[config.mk]
export PLATFORM = sky130hd
export DESIGN_NAME = lkm_link_mgr
export DESIGN_NICKNAME = d
export VERILOG_FILES = /design/src/lkm_pkg.sv /design/src/lkm_link_mgr.sv
export SDC_FILE = /design/constraint.sdc
export NUM_CORES = 1
export LEC_CHECK = 0
export BUFFER_PORTS_ARGS = -buffer_cell sky130_fd_sc_hd__buf_2
export CELL_PAD_IN_SITES_DETAIL_PLACEMENT = 0
export CELL_PAD_IN_SITES_GLOBAL_PLACEMENT = 1
export CORE_ASPECT_RATIO = 0.5
export CORE_MARGIN = 2
export CORE_UTILIZATION = 38
export DETAILED_ROUTE_END_ITERATION = 7
export GPL_TIMING_DRIVEN = 0
export HOLD_SLACK_MARGIN = 0.15
export PLACE_DENSITY = 0.86
export SYNTH_ARGS = -nofsm -noshare
export SYNTH_HDL_FRONTEND = slang
export SYNTH_SLANG_ARGS = --single-unit
[constraint.sdc]
create_clock -name clk_i -period 2.7 [get_ports clk_i]
set_input_delay 0.27 -clock clk_i [delete_from_list [all_inputs] [get_ports clk_i]]
set_output_delay 0.27 -clock clk_i [all_outputs]
set_load 0.02 [all_outputs]
[src/lkm_pkg.sv]
package lkm_pkg;
	// ----------------------------------------------------------------
	// sizes and encodings
	// ----------------------------------------------------------------
	localparam int NUM_PORTS = 5;
	localparam int NUM_LANES = 4;
	localparam int TMR_W = 16;
	// polarity check window within a training ordered set
	localparam logic [4:0] POL_SYM_FIRST = 5'h06;
	localparam logic [4:0] POL_SYM_LAST = 5'h10;
	// link width encodings as carried in width fields
	localparam logic [5:0] WIDTH_X1 = 6'h01;
	localparam logic [5:0] WIDTH_X2 = 6'h02;
	localparam logic [5:0] WIDTH_X4 = 6'h04;
	// reset values
	localparam logic [5:0] MAX_WIDTH_RST = 6'h04;
	localparam logic [7:0] PWR_SCALE_RST = 8'h00;
	localparam logic [1:0] PWR_VALUE_RST = 2'h0;
	localparam logic [TMR_W-1:0] TMR_RST = 16'h0000;
	// port 0 is the upstream port
	localparam int UP_PORT = 0;

	// link power state per port
	typedef enum logic [2:0] {
		LKM_DOWN  = 3'b000,
		LKM_L0    = 3'b001,
		LKM_L0S   = 3'b010,
		LKM_L1REQ = 3'b011,
		LKM_L1    = 3'b100,
		LKM_L23   = 3'b101
	} lkm_state_t;

	// per-port status from the training logic
	typedef struct packed {
		logic       link_up;
		logic       disabled;
		logic       trained;
		logic [5:0] trained_width;
		logic       in_d3;
		logic       d3hot;
		logic       rx_in_l0s;
		logic       tlp_sendable;
		logic       dllp_pending;
		logic       pm_turnoff_ack;
		logic       slot_cap_write;
	} lkm_port_in_t;

	// reversal lane map for a given maximum width
	function automatic logic [1:0] lkm_rev_lane(input logic [1:0] lane,
			input logic [5:0] maxw);
		logic [1:0] r;
		r = lane;
		if (maxw == WIDTH_X4) begin
			r = 2'h3 - lane;
		end else if (maxw == WIDTH_X2) begin
			r = {lane[1], ~lane[0]};
		end
		return r;
	endfunction : lkm_rev_lane
endpackage : lkm_pkg

[src/lkm_link_mgr.sv]
`timescale 1ns/10ps
`default_nettype none
// Summary of operation
// invert rx data on inverted training symbols
// polarity kept separately for every lane
// negotiate x4/x2/x1 and report width
// max width writable when unlocked, applied later
// idle lanes to L1, disabled lanes off
// reverse lanes by configured maximum width
// upstream retrain only while unlocked
// downstream retrain regardless of unlock
// discard queued TLPs on link down
// TLPs to a down port are unsupported
// bridge config access works while down
// advertise ingress queue credits on link up
// capture slot power scale and value
// send power limit on write or link up
// L2/L3 ready after turn-off ack, quiet
// D3hot moves the link to L1
// ASPM transitions run by hardware
// L0s after entry timer expires
// upstream L0s entry conditions
// downstream L0s entry conditions
// upstream requests L1, nak leads to L0s
// upstream L1 only if downstreams in L1
// entry counters restart on broken condition
// standard reversal order within maximum width
module lkm_link_mgr
	import lkm_pkg::*;
#(
	parameter int NP = NUM_PORTS,
	parameter int NL = NUM_LANES
) (
	input  wire logic                 clk_i,
	input  wire logic                 rst_i,
	input  wire lkm_port_in_t [NP-1:0] port_i,
	input  wire logic [NP-1:0][NL-1:0] ts_sym_inverted_i,
	input  wire logic [4:0]           ts_sym_index_i,
	input  wire logic [NP-1:0]        ts_sym_valid_i,
	input  wire logic [NP-1:0]        training_start_i,
	input  wire logic                 register_unlock_bit_i,
	input  wire logic [NP-1:0]        max_width_wr_i,
	input  wire logic [5:0]           max_width_wdata_i,
	input  wire logic [NP-1:0]        retrain_link_bit_wr_i,
	input  wire logic [NP-1:0]        aspm_l0s_en_i,
	input  wire logic [NP-1:0]        aspm_l1_en_i,
	input  wire logic [TMR_W-1:0]     l0s_entry_timer_i,
	input  wire logic [TMR_W-1:0]     l1_entry_timer_i,
	input  wire logic                 spl_msg_rx_i,
	input  wire logic [15:0]          spl_payload_i,
	input  wire logic                 l1_ack_i,
	input  wire logic                 l1_nak_i,
	input  wire logic [11:0]          ingress_buffer_queue_size_i,
	output logic [NP-1:0][NL-1:0]     rx_invert_o,
	output logic [NP-1:0][5:0]        negotiated_width_field_o,
	output logic [NP-1:0][5:0]        max_width_field_o,
	output logic [NP-1:0][NL-1:0]     lane_l1_o,
	output logic [NP-1:0][NL-1:0]     lane_off_o,
	output logic [NP-1:0][NL-1:0][1:0] lane_map_o,
	output logic [NP-1:0]             goto_recovery_o,
	output logic [NP-1:0]             discard_queued_o,
	output logic [NP-1:0]             route_as_ur_o,
	output logic [NP-1:0]             cfg_access_ok_o,
	output logic [NP-1:0]             credit_adv_o,
	output logic [11:0]               credit_value_o,
	output logic [7:0]                captured_power_scale_o,
	output logic [1:0]                captured_power_value_o,
	output logic [NP-1:0]             spl_send_o,
	output logic [NP-1:0]             link_quiet_o,
	output logic                      l1_request_o,
	output lkm_state_t [NP-1:0]       link_state_o
);
	// ----------------------------------------------------------------
	// state
	// ----------------------------------------------------------------
	lkm_state_t [NP-1:0]  st;
	lkm_state_t [NP-1:0]  next_st;
	logic [NP-1:0][TMR_W-1:0] l0s_cnt;
	logic [TMR_W-1:0]     l1_cnt;
	logic [NP-1:0]        up_d;
	logic [NP-1:0][5:0]   max_pend;
	logic [NP-1:0]        l0s_cond;
	logic [NP-1:0]        l0s_done;
	logic [NP-1:0]        ds_ok_l0s;
	logic [NP-1:0]        ds_ok_l1;
	logic                 l1_cond;
	logic                 l1_done;
	logic [NP-1:0]        pol_win;
	logic [NP-1:0][5:0]   next_nw;

	// ----------------------------------------------------------------
	// entry conditions
	// ----------------------------------------------------------------
	// downstream ports that matter: not in D3 and link up
	genvar g;
	generate
		for (g = 0; g < NP; g++) begin : g_cond
			assign pol_win[g] = ts_sym_valid_i[g] &&
				ts_sym_index_i >= POL_SYM_FIRST &&
				ts_sym_index_i <= POL_SYM_LAST;
			// width taken from training
			assign next_nw[g] = port_i[g].trained ?
				port_i[g].trained_width :
				(port_i[g].link_up ? negotiated_width_field_o[g] : 6'h00);
			if (g == UP_PORT) begin : g_up
				assign ds_ok_l0s[g] = 1'b1;
				assign ds_ok_l1[g] = 1'b1;
				// upstream L0s conditions
				assign l0s_cond[g] = (&ds_ok_l0s) &&
					!port_i[g].tlp_sendable &&
					!port_i[g].dllp_pending;
			end else begin : g_dn
				assign ds_ok_l0s[g] = port_i[g].in_d3 ||
					!port_i[g].link_up || port_i[g].rx_in_l0s;
				// downstream already in L1
				assign ds_ok_l1[g] = port_i[g].in_d3 ||
					!port_i[g].link_up || st[g] == LKM_L1;
				// downstream L0s conditions
				assign l0s_cond[g] = port_i[UP_PORT].rx_in_l0s &&
					!port_i[g].tlp_sendable &&
					!port_i[g].dllp_pending;
			end
			assign l0s_done[g] = l0s_cond[g] &&
				l0s_cnt[g] >= l0s_entry_timer_i;
		end
	endgenerate
	assign l1_cond = (&ds_ok_l1) && !port_i[UP_PORT].tlp_sendable &&
		!port_i[UP_PORT].dllp_pending;
	assign l1_done = l1_cond && l1_cnt >= l1_entry_timer_i;

	// ----------------------------------------------------------------
	// link power state machine
	// ----------------------------------------------------------------
	always_comb begin
		for (int p = 0; p < NP; p++) begin
			next_st[p] = st[p];
			case (st[p])
				LKM_DOWN: begin
					if (port_i[p].link_up) begin
						next_st[p] = LKM_L0;
					end
				end
				LKM_L0, LKM_L0S: begin
					// turn-off ack to L2/L3 ready
					if (port_i[p].pm_turnoff_ack) begin
						next_st[p] = LKM_L23;
					// D3hot forces L1
					end else if (port_i[p].d3hot) begin
						next_st[p] = LKM_L1;
					// only upstream asks for L1
					end else if (p == UP_PORT && aspm_l1_en_i[p] &&
							l1_done) begin
						next_st[p] = LKM_L1REQ;
					// hardware moves to L0s
					end else if (st[p] == LKM_L0 && aspm_l0s_en_i[p] &&
							l0s_done[p]) begin
						next_st[p] = LKM_L0S;
					end else if (st[p] == LKM_L0S && !l0s_cond[p]) begin
						next_st[p] = LKM_L0;
					end
				end
				LKM_L1REQ: begin
					// ack to L1, refusal to L0s
					if (l1_ack_i) begin
						next_st[p] = LKM_L1;
					end else if (l1_nak_i) begin
						next_st[p] = LKM_L0S;
					end
				end
				LKM_L1: begin
					// turn-off ack also from L1
					if (port_i[p].pm_turnoff_ack) begin
						next_st[p] = LKM_L23;
					end else if (!port_i[p].d3hot && !l1_cond &&
							p == UP_PORT) begin
						next_st[p] = LKM_L0;
					end else if (p != UP_PORT && !port_i[p].d3hot &&
							port_i[p].tlp_sendable) begin
						next_st[p] = LKM_L0;
					end
				end
				LKM_L23: next_st[p] = LKM_L23;
				default: next_st[p] = LKM_DOWN;
			endcase
			if (!port_i[p].link_up) begin
				next_st[p] = LKM_DOWN;
			end
		end
	end

	// ----------------------------------------------------------------
	// timers and power state registers
	// ----------------------------------------------------------------
	always_ff @(posedge clk_i) begin
		if (rst_i) begin
			st <= '{default: LKM_DOWN};
			l0s_cnt <= '0;
			l1_cnt <= TMR_RST;
			up_d <= '0;
		end else begin
			st <= next_st;
			for (int p = 0; p < NP; p++) begin
				up_d[p] <= port_i[p].link_up;
				// restart on broken condition
				if (!l0s_cond[p] || st[p] != LKM_L0) begin
					l0s_cnt[p] <= TMR_RST;
				// count to the entry time
				end else if (l0s_cnt[p] != '1) begin
					l0s_cnt[p] <= l0s_cnt[p] + 1'b1;
				end
			end
			// L1 counter restarts too
			if (!l1_cond || (st[UP_PORT] != LKM_L0 &&
					st[UP_PORT] != LKM_L0S)) begin
				l1_cnt <= TMR_RST;
			end else if (l1_cnt != '1) begin
				l1_cnt <= l1_cnt + 1'b1;
			end
		end
	end

	// ----------------------------------------------------------------
	// lane, width and link event outputs
	// ----------------------------------------------------------------
	always_ff @(posedge clk_i) begin
		if (rst_i) begin
			rx_invert_o <= '0;
			negotiated_width_field_o <= '0;
			max_width_field_o <= '{default: MAX_WIDTH_RST};
			max_pend <= '{default: MAX_WIDTH_RST};
			lane_l1_o <= '0;
			lane_off_o <= '0;
			lane_map_o <= '0;
			goto_recovery_o <= '0;
			discard_queued_o <= '0;
			route_as_ur_o <= '0;
			cfg_access_ok_o <= '0;
			credit_adv_o <= '0;
			credit_value_o <= '0;
			captured_power_scale_o <= PWR_SCALE_RST;
			captured_power_value_o <= PWR_VALUE_RST;
			spl_send_o <= '0;
			link_quiet_o <= '0;
			l1_request_o <= 1'b0;
			link_state_o <= '{default: LKM_DOWN};
		end else begin
			link_state_o <= next_st;
			// request held while waiting
			l1_request_o <= next_st[UP_PORT] == LKM_L1REQ;
			credit_value_o <= ingress_buffer_queue_size_i;
			if (spl_msg_rx_i) begin
				// capture power limit fields
				captured_power_scale_o <= spl_payload_i[7:0];
				captured_power_value_o <= spl_payload_i[9:8];
			end
			for (int p = 0; p < NP; p++) begin
				// per-lane inversion in symbols 6..16
				if (training_start_i[p]) begin
					rx_invert_o[p] <= '0;
				end else if (pol_win[p]) begin
					// each lane set on its own
					rx_invert_o[p] <= rx_invert_o[p] |
						ts_sym_inverted_i[p];
				end
				// writable only while unlocked
				if (max_width_wr_i[p] && register_unlock_bit_i) begin
					max_pend[p] <= max_width_wdata_i;
				end
				// applied at next training
				if (training_start_i[p]) begin
					max_width_field_o[p] <= max_pend[p];
				end
				// report negotiated width
				negotiated_width_field_o[p] <= next_nw[p];
				for (int l = 0; l < NL; l++) begin
					// unused lanes low power
					lane_l1_o[p][l] <= port_i[p].link_up &&
						(l >= int'(next_nw[p]));
					// disabled port powers lanes down
					lane_off_o[p][l] <= port_i[p].disabled;
					// R24: reversal by maximum width
					lane_map_o[p][l] <= lkm_rev_lane(2'(l),
						max_width_field_o[p]);
				end
				// R08: retrain to recovery
				goto_recovery_o[p] <= retrain_link_bit_wr_i[p] &&
					(p != UP_PORT || register_unlock_bit_i);
				// discard on link going down
				discard_queued_o[p] <= up_d[p] && !port_i[p].link_up;
				// route to down port as UR
				route_as_ur_o[p] <= !port_i[p].link_up;
				// bridge config always serviced
				cfg_access_ok_o[p] <= 1'b1;
				// credits on link up
				credit_adv_o[p] <= !up_d[p] && port_i[p].link_up;
				// power limit on write or link up
				spl_send_o[p] <= (p != UP_PORT) &&
					((port_i[p].slot_cap_write && port_i[p].link_up) ||
					(!up_d[p] && port_i[p].link_up));
				// no traffic in L2/L3 ready
				link_quiet_o[p] <= next_st[p] == LKM_L23;
			end
		end
	end
endmodule : lkm_link_mgr
`default_nettype wire

==> flow_metrics.tcl, run 1 <==
set metrics [dict create \
    r2r-end "link_state_o[10]" \
    setup_viol 0 \
    syn-cell-area_um2 14900 \
    power.internal_mw 8.17 \
    cp-end-kind "flop" \
    hp-class "in2reg" \
    combinationalPowerShare_pct 13.3 \
    synth_most_common_cell "dfxtp_1" \
    r2r-start "l0s_cnt[48]" \
    critPathLaunchType "input port" \
    required_ns 3.14 \
    grt_pass1_wl_um 75800 \
    slew_headroom_pct 29.6 \
    holdPathEnd "link_quiet_o[4]" \
    die_x_um 284 \
    worst_skew_pair.late_latency_ns 0.57 \
    sw_frac_of_total_pct 26.1 \
    fin_nets 2638 \
    critPathMaxStageDelay_ns 0.64 \
    synth_top_flop_cell "dfxtp_1" \
    drv_cap 0 \
    clkTransAtPathRegs_ns 0.07 \
    numCtsBuffers 30 \
    rows 51 \
    synth_cell_types 62 \
    r2r_cells 10 \
    grt_antenna_before_repair 5 \
    die_height_um 144 \
    synth_edf_count 0 \
    final_antenna_net_count 0 \
    drtPass1Iterations 6 \
    area_growth_pct 37.1 \
    wire_per_inst_um 17.6 \
    io_pins 440 \
    numPortBuffers 416 \
    synth.avg_cell_area_um2 8.74 \
    fp.dieArea_um2 41000 \
    cts-root-buf "clkbuf_16" \
    drt-initial-drc-count 805 \
    synth_area_leaders "dfxtp_1, ha_1, nor2_1" \
    clk_path_buf_depth 3 \
    crit_fanout 10 \
    fin_crit_ns 2.60 \
    yosysTopAreaCell "dfxtp_1" \
    coreArea_um2 38800 \
    min_from "port_i[65]" \
    r2r_setup_slack_ns 0.17 \
    crit_start "rst_i" \
    min_path_cells 5 \
    p_leak_nw 9.36 \
    yosysSeqAreaShare_pct 43.4 \
    critPathKind "in2reg" \
    overflow 0 \
    avgViaCountPerCell 5.16 \
    cp_data_arrival_time_ns 3.04 \
    drv_slew 0 \
    hpwl_um 37100 \
    gp_congestion 0.900 \
    grt_use_total_pct 23.2 \
    cp_slowest_cell "clkinv_1" \
    num_vias 14900 \
    ir_drop_v 0.000453 \
    hold_violations 0 \
    status "finished clean" \
    synth_top_area_share_pct 43.4 \
    synth_seq_cells 324 \
    dpl_cell_area_um2 17700 \
    cts.sinks 324 \
    grt_max_degree 16 \
    design_area_um2 20500 \
    synth_cells 1708 \
    layout-drive-gt1-share_pct 22.3 \
    hold_ws_ns 0.171 \
    rsz0062_at_grt "no" \
    drc_errors 0 \
    p_switching_mw 2.89 \
    power.density_nw_per_um2 540 \
    path_cells "clkbuf_1 -> clkinv_1 -> clkbuf_1 -> nand2_1 -> clkbuf_1 -> nor2_1" \
    synthTopCellsByCount "dfxtp_1, nor2_1, nand2_1, ha_1, nand3_1" \
    wirelength_um 50700 \
    period_share_pct 96.4 \
    p_clk_share_pct 41.1 \
    worstMarginPinSlew_ns 1.06 \
    clock.fmax_mhz 384 \
    synth_nets 2017 \
    grt_pass1_vias 13800 \
    yosys_warnings 0 \
    async_flop_share_pct 0 \
    cts_tree "yes" \
    start_util_pct 38.5 \
    htreeDepth 1 \
    pwr-share-seq_pct 45.6 \
    fin_skew_ns 0.0123 \
    crit_top_cell "clkbuf_1" \
]
-- critical path: cells and delay by family --
family	cells	cell delay, ns
buffers and inverters	4	2.26
and+or+nand+nor	2	0.50
-- per-stage QoR --
| stage | setup WS (ns) | util [%] | instances | total power [mW] | setup TNS, ns |
|---|---|---|---|---|---|
| detailed placement | -0.414 | 45.6 | 2654 | 6.38 | -8.67 |
| finish | 0.0971 | 52.8 | 2886 | 11.1 | 0 |
| global route | 0.0357 | 52.8 | 2885 | 11.5 | 0 |
| global placement | -0.431 | 45.6 | 2654 | 6.37 | -11.02 |
| CTS | 0.123 | 52.7 | 2881 | 11.1 | 0 |
| floorplan | 0.638 | - | 1708 | 5.83 | 0 |
-- power groups by stage --
stage | registers [mW] | clock network (mW) | logic (mW)
after floorplan | 5.28 | 0 | 0.550
after global placement | 5.14 | 0 | 1.23
after detailed placement | 5.14 | 0 | 1.24
after CTS | 5.03 | 4.62 | 1.45
after global routing | 5.05 | 4.82 | 1.58
final | 5.04 | 4.55 | 1.47
-- cell families after synthesis --
kind of cell / after synthesis / share of synthesized area [%]
and+or+nand+nor: 689 / 22.9
buffers and inverters: 174 / 5.40
adders and majority gates: 102 / 8.55
xor gates and xnor gates: 62 / 3.64
AOI/OAI and AO/OA: 307 / 12.8
muxes: 49 / 3.28
DFF: 324 / 43.4
other: 1 / 0.0251
-- routing by layer --
layer / routed length (µm) / GRT usage [%] / share of wire, % / vias up
met4: 1590 / 6.40 / 3.1 / 2
met5: 11 / 0 / 0.022 / -
met2: 24100 / 39.5 / 48 / 473
met3: 2870 / 3.88 / 5.7 / 122
met1: 22100 / 30.5 / 44 / 7027
li1: - / - / - / 7267
-- sequential cells by signal, summed over array words and instances, names as in the netlist, 8 cells and up --
register                  count
max_width_field_o            30
credit_value_o               12
l0s_cnt                      80
l1_cnt                       16
link_state_o                 15
max_pend                     30
rx_invert_o                  20
negotiated_width_field_o     30
lane_map_o                   20
captured_power_scale_o        8
lane_l1_o                    20
-- placed cells by master (no fill, tap or decap), drive strengths merged, types with 49 or more instances in the layout --
cell type    instances
dlygate4sd3        172
o21ai               64
nand2              113
a21oi               95
dfxtp              324
mux2i               49
nor2               215
nor3                59
ha                 102
buf                461
clkbuf              96
inv                 75
nand3               99
-- worst max path at each step --
stage                                  to  depth (start not counted)  slack [ns]
after floorplan           link_state_o[4]                          9        0.64
after global placement        l0s_cnt[65]                          6       -0.43
after detailed placement      l0s_cnt[76]                          6       -0.41
after CTS                 link_state_o[4]                          8        0.12
after global routing          l0s_cnt[37]                          6        0.04
final                         l0s_cnt[76]                          6         0.1
-- final cells by class --
class,count,area [µm²]
fillers,3624,18300
multi-input cells,1210,7650
flip-flops and latches,324,6490
repair buffers,589,3810
clock buffers,41,852
well taps,530,663
plain buffers,99,526
inverters,75,282
clock inverters,14,191
diodes,4,10.0
-- what timing repair did --
| item | CTS | global route |
|---|---|---|
| gates cloned | 0 | 0 |
| hold endpoints to repair | 164 | 0 |
| hold buffers | 172 | 0 |
| resized for setup | 1 | 1 |
| buffers inserted | 0 | 1 |
| pin swaps | 0 | 1 |
| setup endpoints to repair | 10 | 11 |
Note: power is estimated with default switching activity, not from simulation.
==> run 2: changes to the inputs <==
Clock period 2.7 ns to 2.93 ns, I/O delays scaled along.
==> flow_metrics.tcl, run 2 (synthesis results as in run 1) <==
set metrics [dict create \
    dp_cells 2654 \
    slew_headroom_pct 32.9 \
    die_height_um 144 \
    holdPathEnd "negotiated_width_field_o[2]" \
    required_ns 3.39 \
    hpwl_um 37100 \
    p_leak_nw 9.31 \
    fin_nets 2624 \
    r2r_setup_slack_ns 0.34 \
    cts.sinks 324 \
    drv_slew 0 \
    setup_viol 0 \
    worst_skew_pair.late_latency_ns 0.58 \
    top_register "l0s_cnt" \
    final_cell_count_no_fill 2872 \
    coreArea_um2 38800 \
    cts_tree "yes" \
    hold_ws_ns 0.175 \
    period_share_pct 89.3 \
    start_util_pct 38.5 \
    status "finished clean" \
    critPathLaunchType "input port" \
    grt_antenna_before_repair 5 \
    grt_max_degree 16 \
    cp-end-kind "flop" \
    cp_data_arrival_time_ns 3.08 \
    pwr-share-seq_pct 45.6 \
    layout-drive-gt1-share_pct 22.4 \
    sw_frac_of_total_pct 26.1 \
    io_pins 440 \
    numCtsBuffers 30 \
    wirelength_um 50200 \
    fin_crit_ns 2.62 \
    ir_drop_v 0.000419 \
    mostFrequentLayoutCells "buf_2, dfxtp_1, nor2_1" \
    min_path_cells 4 \
    cts-root-buf "clkbuf_16" \
    grt_pass1_vias 13700 \
    p_clk_share_pct 41.2 \
    htreeDepth 1 \
    overflow 0 \
    gp_congestion 0.900 \
    layout_commonest_cell "buf_2" \
    worstMarginPinSlew_ns 1.01 \
    clk_path_buf_depth 3 \
    r2r_cells 7 \
    min_from "port_i[13]" \
    die_x_um 284 \
    combinationalPowerShare_pct 13.1 \
    hp-class "in2reg" \
    clkTransAtPathRegs_ns 0.07 \
    fin_skew_ns 0.0182 \
    critPathKind "in2reg" \
    num_vias 14700 \
    p_switching_mw 2.65 \
    grt_pass1_wl_um 74600 \
    fp.dieArea_um2 41000 \
    largest_reg_flops 80 \
    avgViaCountPerCell 5.11 \
    r2r-start "link_state_o[5]" \
    crit_start "rst_i" \
    fin_util_pct 52.4 \
    final_antenna_net_count 0 \
    drv_cap 0 \
    area_growth_pct 36.1 \
    power.density_nw_per_um2 500 \
    drt-initial-drc-count 732 \
    power.internal_mw 7.51 \
    clock.fmax_mhz 382 \
    wire_per_inst_um 17.5 \
    drtPass1Iterations 5 \
    drc_errors 0 \
    crit_fanout 10 \
    numPortBuffers 416 \
    hold_violations 0 \
    rsz0062_at_grt "no" \
    grt_use_total_pct 22.9 \
    rows 51 \
    r2r-end "l1_cnt[4]" \
]
## run 2: cell count changes in the layout (fill, tap and decap cells not counted), sizes merged
| cell | previous run | this run |
|---|---|---|
| buf | 461 | 460 |
| dlygate4sd3 | 172 | 159 |
## run 2: critical path, cell delays in order
cell           delay, ns
clkbuf_1            0.64
clkinv_1            0.65
nand2_1             0.43
inv_1               0.10
o2111ai_1           0.14
nor2_1              0.12
o311a_1             0.14
dlygate4sd3_1       0.55
## run 2: cell type report
class	count	area, µm²
timing repair buffer	575	3670
antenna	4	10.0
tap	530	663
clock buffer	41	852
sequential	324	6490
multi-input combinational	1210	7650
inverter	75	282
clock inverter	14	191
fill	3655	18500
buffer	99	526
## run 2: power by group through the flow
stage	Combinational [mW]	Sequential, mW	Clock, mW
2_1_floorplan	0.507	4.86	0
3_3_place_gp	1.13	4.73	0
3_5_place_dp	1.14	4.74	0
4_1_cts	1.32	4.64	4.26
5_1_grt	1.44	4.65	4.44
6_report	1.34	4.64	4.19
## run 2: metrics by stage
stage	setup WS [ns]	TNS (ns)	cell area [µm²]	total power [mW]
after floorplan	0.868	0	14900	5.37
after global placement	-0.224	-4.29	17700	5.87
after detailed placement	-0.207	-3.24	17700	5.88
after CTS	0.0838	0	20300	10.2
after global routing	0.138	0	20300	10.5
final	0.312	0	20300	10.2
## run 2: what timing repair did
action,4_1_cts,5_1_grt
hold buffers,159,0
endpoints found under the hold margin,157,0
setup buffers,0,0
resized for setup,0,1
setup endpoints to repair,0,11
## run 2: per-layer routing
| metal | part of all wire, % | vias up | global-route usage, % |
|---|---|---|---|
| met5 | 0.024 | - | 0 |
| met4 | 3.5 | 2 | 7.26 |
| met3 | 6.2 | 127 | 4.94 |
| met2 | 47 | 443 | 38.6 |
| met1 | 43 | 6877 | 29.5 |
| li1 | - | 7228 | - |
## run 2: worst max-delay path by stage
stage / endpoint / slack (ns) / cells past startpoint
after floorplan: link_state_o[4] / 0.87 / 9
after global placement: l0s_cnt[65] / -0.22 / 6
after detailed placement: l0s_cnt[76] / -0.21 / 6
after CTS: l1_cnt[1] / 0.08 / 7
after global routing: l1_cnt[6] / 0.14 / 7
final: lane_l1_o[6] / 0.31 / 8
==> run 3: changes to the inputs <==
Settings changed: CELL_PAD_IN_SITES_DETAIL_PLACEMENT 0 to 1, CELL_PAD_IN_SITES_GLOBAL_PLACEMENT 1 to 2, CORE_UTILIZATION 38 to 30.
==> flow_metrics.tcl, run 3 (synthesis results as in run 1) <==
set metrics [dict create \
    drv_cap 0 \
    required_ns 3.31 \
    cp_slowest_cell "clkbuf_1" \
    fin_skew_ns 0.0317 \
    cts.sinks 324 \
    power.density_nw_per_um2 513 \
    cts_tree "yes" \
    num_vias 15000 \
    gp_congestion 0.865 \
    die_height_um 162 \
    final_cell_count_no_fill 2976 \
    setup_tns_ns 0 \
    fin_crit_ns 2.74 \
    critPathKind "in2reg" \
    ir_drop_v 0.000306 \
    grt_max_degree 16 \
    worstMarginPinSlew_ns 1.20 \
    cts_setup_buffers 0 \
    drc_errors 0 \
    hold_violations 0 \
    period_share_pct 93.5 \
    p_leak_nw 9.25 \
    crit_top_cell "clkbuf_1" \
    crit_buf_inv 4 \
    drv_slew 0 \
    drt-initial-drc-count 750 \
    worst_skew_pair.late_latency_ns 0.54 \
    grt_pass1_vias 15400 \
    design_area_um2 20300 \
    path_cells "clkbuf_1 -> clkinvlp_4 -> clkbuf_1 -> nand2_1 -> clkbuf_1 -> nor2_1" \
    slew_headroom_pct 19.9 \
    cp-end-kind "flop" \
    crit_fanout 10 \
    setup_viol 0 \
    clk_path_buf_depth 3 \
    wire_per_inst_um 20.1 \
    htreeDepth 2 \
    dp_cells 2773 \
    mostFrequentLayoutCells "buf_2, dfxtp_1, nor2_1" \
    fp.dieArea_um2 51700 \
    largest_reg_flops 80 \
    layout-drive-gt1-share_pct 22.7 \
    coreArea_um2 48900 \
    crit_family "buffers and inverters" \
    status "finished clean" \
    fin_nets 2606 \
    clock.fmax_mhz 365 \
    drtPass1Iterations 5 \
    cts-root-buf "clkbuf_16" \
    total_power_mw 10.4 \
    pre_cts_slack_ns -0.376 \
    wirelength_um 60000 \
    cp_data_arrival_time_ns 3.11 \
    layout_commonest_cell "buf_2" \
    numCtsBuffers 34 \
    die_x_um 320 \
    rsz0062_at_grt "no" \
    grt_antenna_before_repair 11 \
    rows 57 \
    setup_slack_ns 0.192 \
    grt_use_total_pct 22.5 \
    hpwl_um 43800 \
    area_growth_pct 36.1 \
    seqCellArea_um2 6490 \
    overflow 0 \
    dpl_cell_area_um2 17800 \
    critPathLaunchType "input port" \
    multi_input_area_um2 7650 \
    top_register "l0s_cnt" \
    numPortBuffers 416 \
    critPathMaxStageDelay_ns 0.70 \
    io_pins 440 \
    fillers 5830 \
    clkTransAtPathRegs_ns 0.06 \
    final_antenna_net_count 0 \
    start_util_pct 30.6 \
    grt_pass1_wl_um 91000 \
    hp-class "in2reg" \
    avgViaCountPerCell 5.03 \
]
==> run 3: cell count changes in the layout (fill, tap and decap cells not counted), sizes merged <==
cell         change
bufinv           -2
clkbuf           +5
clkinv           -2
clkinvlp         +2
diode            +4
dlygate4sd3     -22
==> run 3: layout make-up <==
| class | instances | share of cell area [%] |
|---|---|---|
| repair buffers | 553 | 17.0 |
| clock buffers | 46 | 4.76 |
| clock inverters | 12 | 0.585 |
| plain buffers | 99 | 2.59 |
| diodes | 8 | 0.0985 |
| flip-flops and latches | 324 | 31.9 |
| multi-input cells | 1210 | 37.7 |
| well taps | 649 | 4.00 |
| inverters | 75 | 1.40 |
==> run 3: power by group <==
group          internal [mW]  leakage [nW]  switching, mW
logic                  0.555          6.07          0.807
registers               4.55          2.64         0.0996
clock network           2.50         0.535           1.92
total                   7.60          9.25           2.82
==> run 3: final timing paths <==
check | start | end | slack [ns] | cells after the start
setup / recovery | rst_i | l0s_cnt[38] | 0.19 | 6
hold / removal | port_i[63] | route_as_ur_o[3] | 0.15 | 2
setup reg to reg | link_state_o[7] | l1_cnt[4] | 0.40 | 7
hold reg to reg | up_d[0] | credit_adv_o[0] | 0.43 | 1
==> run 3: timing repair <==
action                                  in CTS  in global routing
endpoints found under the setup margin      16                 20
hold buffers                               137                  0
gates resized for setup                      1                  2
endpoints found under the hold margin      143                  0
==> run 3: stage by stage <==
| step | utilization [%] | hold WS, ns |
|---|---|---|
| floorplan | - | 0.373 |
| global placement | 36.5 | 0.423 |
| detailed placement | 36.5 | 0.432 |
| CTS | 41.5 | 0.156 |
| global route | 41.6 | 0.161 |
| finish | 41.6 | 0.152 |
==> run 3: layer usage <==
| layer | vias to the layer above | global-route usage, % | routed length, µm |
|---|---|---|---|
| met5 | - | 0 | 12 |
| met4 | 2 | 8.38 | 2340 |
| met3 | 144 | 3.40 | 2240 |
| met2 | 349 | 39.7 | 29400 |
| met1 | 7304 | 27.7 | 26000 |
| li1 | 7175 | - | - |
